`config.mk`:
```
export PLATFORM = sky130hd
export DESIGN_NAME = counter_with_input_register
export DESIGN_NICKNAME = d
export VERILOG_FILES = /design/src/verilog/counter_pkg.sv /design/src/verilog/pin_sampler.sv /design/src/verilog/counter_with_input_register.sv
export SDC_FILE = /design/constraint.sdc
export NUM_CORES = 1
export LEC_CHECK = 0
export ABC_AREA = 1
export BUFFER_PORTS_ARGS = -buffer_cell sky130_fd_sc_hd__clkbuf_2
export CORE_MARGIN = 2
export CORE_UTILIZATION = 55
export CTS_CLUSTER_DIAMETER = 60
export CTS_CLUSTER_SIZE = 20
export DETAILED_ROUTE_END_ITERATION = 10
export GPL_TIMING_DRIVEN = 0
export PLACE_DENSITY = 0.75
export SYNTH_ARGS = -nofsm -noshare
export SYNTH_HDL_FRONTEND = slang
export SYNTH_HIERARCHICAL = 1
export SYNTH_SLANG_ARGS = --single-unit
export TNS_END_PERCENT = 20
```
`constraint.sdc`:
```
create_clock -name ref_clk -period 2.35 [get_ports ref_clk]
set_input_delay 0.47 -clock ref_clk [delete_from_list [all_inputs] [get_ports ref_clk]]
set_output_delay 0.47 -clock ref_clk [all_outputs]
set_load 0.01 [all_outputs]
```
`src/verilog/counter_pkg.sv`:
```
package counter_pkg;

    // ==========================================================
    // Widths
    // ==========================================================
    localparam int COUNT_WIDTH = 8;
    localparam int SYNC_STAGES = 3;

    // ==========================================================
    // Clock
    // ==========================================================
    localparam int REF_CLK_PERIOD_PS = 5000;

    // ==========================================================
    // Reset values and the all-ones carry compare value
    // ==========================================================
    localparam logic [7:0] COUNT_RESET = 8'h00;
    localparam logic [7:0] HOLD_RESET = 8'h00;
    localparam logic [7:0] ALL_ONES = 8'hff;
    localparam logic CARRY_N_RESET = 1'b1;
    localparam logic OE_RESET = 1'b0;

    // ==========================================================
    // Sampled input bus layout
    // ==========================================================
    localparam int PIN_DATA_LSB = 0;
    localparam int PIN_COUNT_CLK = 8;
    localparam int PIN_HOLD_CLK = 9;
    localparam int PIN_CLEAR_N = 10;
    localparam int PIN_EN_N = 11;
    localparam int PIN_EN_HI = 12;
    localparam int PIN_HOLD_EN_N = 13;
    localparam int PIN_LOAD_N = 14;
    localparam int PIN_OE_HI = 15;
    localparam int PIN_OE_N = 16;
    localparam int PIN_WIDTH = 17;
    // Idle levels seen on the sampled bus before the first pin sample
    // Active-low pins idle high, active-high ones low, so no output enable or
    // count enable is seen while the sampler fills after reset
    localparam logic [16:0] PIN_IDLE = 17'h16c00;

endpackage

```
`src/verilog/pin_sampler.sv`:
```
module pin_sampler #(
    parameter int WIDTH = 1,
    parameter logic [WIDTH-1:0] IDLE = '0
) (
    input wire logic ref_clk,
    input wire logic rst,
    input wire logic [WIDTH-1:0] pin_in,
    output logic [WIDTH-1:0] pin_out
);

    // ==========================================================
    // Three-stage sampler with agreement filter
    // ==========================================================
    logic [WIDTH-1:0] stage1_r;
    logic [WIDTH-1:0] stage2_r;
    logic [WIDTH-1:0] stage3_r;
    logic [WIDTH-1:0] held_r;
    logic [WIDTH-1:0] agree;
    logic [WIDTH-1:0] held_nxt;

    // A bit only moves once two settled stages agree, so a glitch is dropped
    assign agree = ~(stage2_r ^ stage3_r);
    assign held_nxt = (stage2_r & agree) | (held_r & ~agree);

    always_ff @(posedge ref_clk) begin
        if (rst) begin
            stage1_r <= IDLE;
            stage2_r <= IDLE;
            stage3_r <= IDLE;
            held_r <= IDLE;
        end else begin
            stage1_r <= pin_in;
            stage2_r <= stage1_r;
            stage3_r <= stage2_r;
            held_r <= held_nxt;
        end
    end

    assign pin_out = held_r;

endmodule

```
`src/verilog/counter_with_input_register.sv`:
```
// How it works
// - An 8-bit hold register feeds the counter, which loads from it.
// - Counter is synchronous; all eight bits change together on a count clock edge.
// - Hold register has its own data inputs, separate from the counter outputs.
// - Counter outputs are three-state, with output enable for bus sharing.
// - Counter and hold register each have an independent clock input.
// - Both clocks act on the rising edge only.
// - Active-low clear zeroes the counter without any count clock edge.
// - Counter advances on a count clock edge only while count_enable_n is low and count_enable_hi is high.
// - Active-low carry out marks all ones; chain it to the next enable.
// - With clocks tied, counter after an edge equals prior register plus one.
// - Enable changes alone never advance the counter; only a clock edge does.
// - Counter counts upward only; there is no direction control.
module counter_with_input_register #(
    parameter int WIDTH = counter_pkg::COUNT_WIDTH
) (
    input wire logic ref_clk,
    input wire logic rst,
    input wire logic [WIDTH-1:0] hold_data_in,
    input wire logic count_clock,
    input wire logic hold_reg_clock,
    input wire logic count_clear_n,
    input wire logic count_enable_n,
    input wire logic count_enable_hi,
    input wire logic hold_reg_enable_n,
    input wire logic count_load_n,
    input wire logic output_enable_hi,
    input wire logic output_enable_n,
    output logic [WIDTH-1:0] count_out,
    output logic [WIDTH-1:0] count_out_oe,
    output logic carry_out_n
);

    // ==========================================================
    // Elaboration check
    // ==========================================================
    if (WIDTH != counter_pkg::COUNT_WIDTH) begin : g_bad_width
        $error("counter width must be 8");
    end

    // ==========================================================
    // Input sampling
    // ==========================================================
    // All pins share one sampler so data and clocks keep their alignment
    logic [counter_pkg::PIN_WIDTH-1:0] pins_raw;
    logic [counter_pkg::PIN_WIDTH-1:0] pins;

    assign pins_raw = {output_enable_n, output_enable_hi, count_load_n,
                       hold_reg_enable_n, count_enable_hi, count_enable_n,
                       count_clear_n, hold_reg_clock, count_clock, hold_data_in};

    pin_sampler #(
        .WIDTH(counter_pkg::PIN_WIDTH),
        .IDLE(counter_pkg::PIN_IDLE)
    ) u_pins (
        .ref_clk(ref_clk),
        .rst(rst),
        .pin_in(pins_raw),
        .pin_out(pins)
    );

    // ==========================================================
    // Decoded controls
    // ==========================================================
    logic [WIDTH-1:0] data_s;
    logic count_clk_s;
    logic hold_clk_s;
    logic count_clk_prev_r;
    logic hold_clk_prev_r;
    logic count_edge;
    logic hold_edge;
    logic clear_act;
    logic load_act;
    logic count_act;
    logic hold_act;
    logic oe_act;

    assign data_s = pins[counter_pkg::PIN_DATA_LSB +: WIDTH];
    assign count_clk_s = pins[counter_pkg::PIN_COUNT_CLK];
    assign hold_clk_s = pins[counter_pkg::PIN_HOLD_CLK];

    // Rising edges only; falling edges are ignored
    assign count_edge = count_clk_s & ~count_clk_prev_r;
    assign hold_edge = hold_clk_s & ~hold_clk_prev_r;

    assign clear_act = ~pins[counter_pkg::PIN_CLEAR_N];
    assign load_act = ~pins[counter_pkg::PIN_LOAD_N];
    // Enables only qualify an edge, they never create one
    assign count_act = count_edge & ~pins[counter_pkg::PIN_EN_N]
                       & pins[counter_pkg::PIN_EN_HI];
    assign hold_act = hold_edge & ~pins[counter_pkg::PIN_HOLD_EN_N];
    assign oe_act = ~pins[counter_pkg::PIN_OE_N] | pins[counter_pkg::PIN_OE_HI];

    // ==========================================================
    // Hold register and counter
    // ==========================================================
    logic [WIDTH-1:0] hold_r;
    logic [WIDTH-1:0] hold_nxt;
    logic [WIDTH-1:0] count_r;
    logic [WIDTH-1:0] count_nxt;
    logic carry_n_r;
    logic oe_r;
    logic tie_act;

    // Shared by the plain count and the tied-clock count
    function automatic logic [WIDTH-1:0] incr(input logic [WIDTH-1:0] v);
        return v + WIDTH'(1);
    endfunction

    // Clear empties the hold register as well as the counter
    assign hold_nxt = clear_act ? counter_pkg::HOLD_RESET :
                      hold_act ? data_s : hold_r;

    // Clear over load over count; a count edge that meets a hold clock edge
    // starts from the pre-edge hold contents, so tied clocks run one ahead
    assign tie_act = count_act & hold_edge;
    assign count_nxt = clear_act ? counter_pkg::COUNT_RESET :
                       load_act ? hold_r :
                       tie_act ? incr(hold_r) :
                       count_act ? incr(count_r) :
                       count_r;

    always_ff @(posedge ref_clk) begin
        if (rst) begin
            count_clk_prev_r <= 1'b0;
            hold_clk_prev_r <= 1'b0;
        end else begin
            count_clk_prev_r <= count_clk_s;
            hold_clk_prev_r <= hold_clk_s;
        end
    end

    always_ff @(posedge ref_clk) begin
        if (rst) begin
            hold_r <= counter_pkg::HOLD_RESET;
            count_r <= counter_pkg::COUNT_RESET;
        end else begin
            hold_r <= hold_nxt;
            count_r <= count_nxt;
        end
    end

    // Registered from the next count so carry stays aligned with count_out
    always_ff @(posedge ref_clk) begin
        if (rst) begin
            carry_n_r <= counter_pkg::CARRY_N_RESET;
            oe_r <= counter_pkg::OE_RESET;
        end else begin
            carry_n_r <= ~(count_nxt == counter_pkg::ALL_ONES);
            oe_r <= oe_act;
        end
    end

    // ==========================================================
    // Outputs
    // ==========================================================
    assign count_out = count_r;
    assign count_out_oe = {WIDTH{oe_r}};
    assign carry_out_n = carry_n_r;

endmodule

```
# Word-level counts from Yosys, hierarchy flattened
# Cells that the tools add are included.
# word_totals
regBits	88
input_bits	19
output_inout_bits	17
wordCells	38
# classes
n_addsub	2
n_eq_ne	1
mux	4
bitwise_logic	20
reduce_logical	1
# ops
op	n
$and 17x17->17	2
$not 17->17	2
$mux 8	4
$or 17x17->17	1
$xor 17x17->17	1
$add 8x1->8 const B	2
$eq 8x8->1 const B	1
$not 1->1	7
$and 1x1->1	6
$reduce_or 2->1	1
$or 1x1->1	1

# Longest topological paths before layout
# logic_depth
ltp_word	10
mapped_depth	12
depth_no_buf	12

# By module
# The synthesis kept the hierarchy.
# by_module_without_submodules
module	instances	cells_each	area_each_um2	seq_area_each_um2
pin_sampler	1	238	2134.5	1361.3
counter_with_input_register	1	202	1302.5	400.4

# Worst setup path after synthesis
# No wires, ideal clock.
# synth_path
path_kind	input-to-reg
startpoint	input port rst
endpoint	register carry_n_r, in the netlist carry_out_n
setup_time_ns	0.124
arrival_ns	1.291
required_time_ns	2.226
path_slack_ns	0.935
cell_stages	7
n_path_buf	1
cell_sequence	buf_2 > nor2_1 > inv_1 > a21oi_1 > nand2_1 > nor3_2 > nand3_1
# synth_rtl
element	line	source
start: declaration	counter_with_input_register.sv:18	input wire logic rst,
end signal: assignment	counter_with_input_register.sv:146	carry_n_r <= counter_pkg::CARRY_N_RESET;
end signal: assignment	counter_with_input_register.sv:149	carry_n_r <= ~(count_nxt == counter_pkg::ALL_ONES);
end: declaration	counter_with_input_register.sv:101	logic carry_n_r;

==> key figures <==
Outcome
  – Status: finished, final reports clean

Drt
  – DRT iter0 DRCs: 102
  – Post-DR wirelength/cell: roughly 9.6 um
  – Drt via density: between 4 and 5
  – DRC viols: 0
  – Final WL: 5440 um
  – Drt first pass iters: 4
  – Post-detailed-route count of antenna-violating nets: 0
  – Via Count: roughly 2600

Clock tree
  – Clock sink count: 88
  – Clock-pin slew on the worst setup and hold paths: 0.08 ns
  – Post-CTS Setup Bufs: 0
  – H-tree levels: 3
  – Clk Latency, worst-skew pair: between 0.3 and 0.4 ns
  – CTS tree: built
  – Max clock buf depth: 2
  – Hold buffers post-CTS: 0
  – Post-cts sizing count: 0
  – Root buffer cell: clkbuf_8
  – Num CTS Buffers: 9

STA
  – Fin. max-slew vios: 0
  – Setup TNS: 0 ns
  – FMAX: about 0.62 GHz
  – Relative max-transition margin: slightly below 80%
  – Final hold violation count: 0
  – RSZ-0062 raised after global routing: no
  – Fin crit share: between 60% and 70%
  – Shortest period the worst path allows: 1.62 ns
  – Final setup viols: 0
  – Clock skew: about 0.0074 ns
  – Worst Max-Slew Pin Slew: between 0.3 and 0.4 ns

Placed design
  – Placer Congestion: 0.851
  – IO buf count: 34
  – Detail Placement HPWL: around 4100 um

Yosys
  – Cell area after synthesis: 3440 um2
  – Gate Count Post-Synth: 440
  – Number of flops mapped to enable cells by yosys: 0
  – Cell variety after synth: 30
  – Ys flop type: dfxtp_1
  – Post-synth ARST share: 0%
  – Syn. warnings: 6
  – Number of synthesized register bits: 88
  – Seq/Total Area, Yosys: about half
  – Post-Syn Area per Cell: between 7 and 8 um2
  – Syn_nets: about 460

Critical path
  – CP required: 2.56 ns
  – Critical-path cell list: inv_1 -> nor2_1 -> inv_1 -> a21oi_1 -> nand2_1 -> nor3_2 -> nand3_1
  – CP arrival: approximately 1.8 ns
  – CP Class: reg2reg
  – CP max-delay cell: dfxtp_1
  – Worst stage delay on the critical path: 0.41 ns
  – Largest fanout on the critical path: 6
  – CP Capture Type: flop
  – Worst Setup Start Kind: flop
  – Crit-path most repeated cell: inv_1

Global routing
  – Met2 usage: 29.3%
  – Gr busiest metal: met2
  – Via count of the first global-routing pass: between 2000 and 2500
  – Initial antenna violation count: 0
  – GRT met1 Usage: between 20% and 30%
  – GRT Resource Usage Total: approximately 17%
  – Largest net degree at the start of global routing: 15
  – Overflow after GRT: 0
  – First-pass GRT wire length: 9920 um
  – Met3 Track Usage GR: under 10%

Power and ir drop
  – Maximum vdd drop: approximately 510 uV
  – PwrDens: 678 nW/um2
  – Static leakage: ~1.9 nW

Floorplan
  – Initial Utilization: 57.4%
  – Die area: a little under 7000 um2
  – Die W: around 83 um
  – Core area: 5990 um2
  – Top-level I/O count: 36
  – # rows: 28
  – Die height: ~83 um

Min path
  – Hold WC Path Type: in2reg
  – Hold Startpoint: output_enable_n

Cells and area
  – Share of cells above drive strength 1: between 10% and 20%
  – Final net count: ~510
  – Diode count: 0
  – Core Util, Final: about two thirds
  – Layout area overhead: 13.1%

Flow run
  – Max-Cap Viols: 0
## path summary, 6_finish.rpt
kind / endpoint / cells past startpoint / slack [ns]
setup / recovery: carry_out_n / 7 / 0.73
hold / removal: u_pins/stage1_r[16] / 2 / 0.30
setup reg to reg: carry_out_n / 7 / 0.73
hold reg to reg: u_pins/stage2_r[5] / 2 / 0.40
## worst max-delay path: cells and delay by family, from the launching register on
kind                   cells  cell delay [ns]
and+or+nand+nor            4             0.62
DFF                        1             0.41
buffers and inverters      2             0.32
AOI/OAI and AO/OA          1             0.15
## report_power, final
group	switching [mW]	internal, mW
combinational	0.0536	0.0438
sequential	0.0152	1.53
clock	0.504	0.493
## Yosys cell counts, types with 3 or more instances
master | n | area [um2]
buf_4 | 8 | 60.1
or2_1 | 10 | 62.6
nand2_1 | 69 | 259
nand3_1 | 20 | 100
dfxtp_1 | 88 | 1760
o21ai_0 | 13 | 65.1
a211oi_1 | 4 | 30.0
buf_2 | 5 | 25.0
nor2_1 | 78 | 293
o21ai_2 | 10 | 87.6
a21oi_1 | 24 | 120
buf_6 | 4 | 45.0
inv_1 | 82 | 308
nor2_4 | 3 | 33.8
## layout by cell type, fill, tap and decap left out, types with 2 or more instances in the layout
cell      count
inv_2         2
clkbuf_8      9
nand4_1       2
inv_4         2
nand2_1      69
o21ai_0      13
nor2_4        3
buf_2         5
inv_1        82
a21oi_1      24
o21ai_2      10
nand3_1      20
nor2_1       78
or2_1        10
o21bai_1      2
dfxtp_1      88
clkinv_2      2
buf_6         4
a211oi_1      4
clkbuf_1      2
ha_1          2
nand2_2       2
buf_4         8
clkbuf_2     34
## through the flow
step | setup WS [ns] | power, mW | std cells | hold WS [ns] | cell area [um2]
2_1_floorplan | 0.935 | 1.64 | 440 | 0.383 | 3440
3_3_place_gp | 0.619 | 1.67 | 549 | 0.387 | 3700
3_5_place_dp | 0.588 | 1.68 | 549 | 0.393 | 3700
4_1_cts | 0.747 | 2.67 | 565 | 0.281 | 3890
5_1_grt | 0.505 | 2.75 | 565 | 0.293 | 3890
6_report | 0.727 | 2.64 | 565 | 0.296 | 3890
## metal layers
layer	vias up	wire, um
met4	0	87
li1	1414	-
met3	8	211
met2	52	2540
met5	-	0
met1	1097	2610
## final cells by class
type	count	area (um2)
fill	541	2100
sequential	88	1760
multi-input combinational	248	1200
inverter	86	328
timing repair buffer	34	170
buffer	18	145
clock buffer	11	131
tap	75	93.8
clock inverter	5	56.3
## logic make-up after synthesis
kind of cell / Yosys count / synth area share (%)
DFF: 88 / 51.3
AOI/OAI and AO/OA: 56 / 9.94
and+or+nand+nor: 189 / 24.1
buffers and inverters: 104 / 13.8
xor gates and xnor gates: 1 / 0.255
adders and majority gates: 2 / 0.728
(Power assumes the default switching activity.)
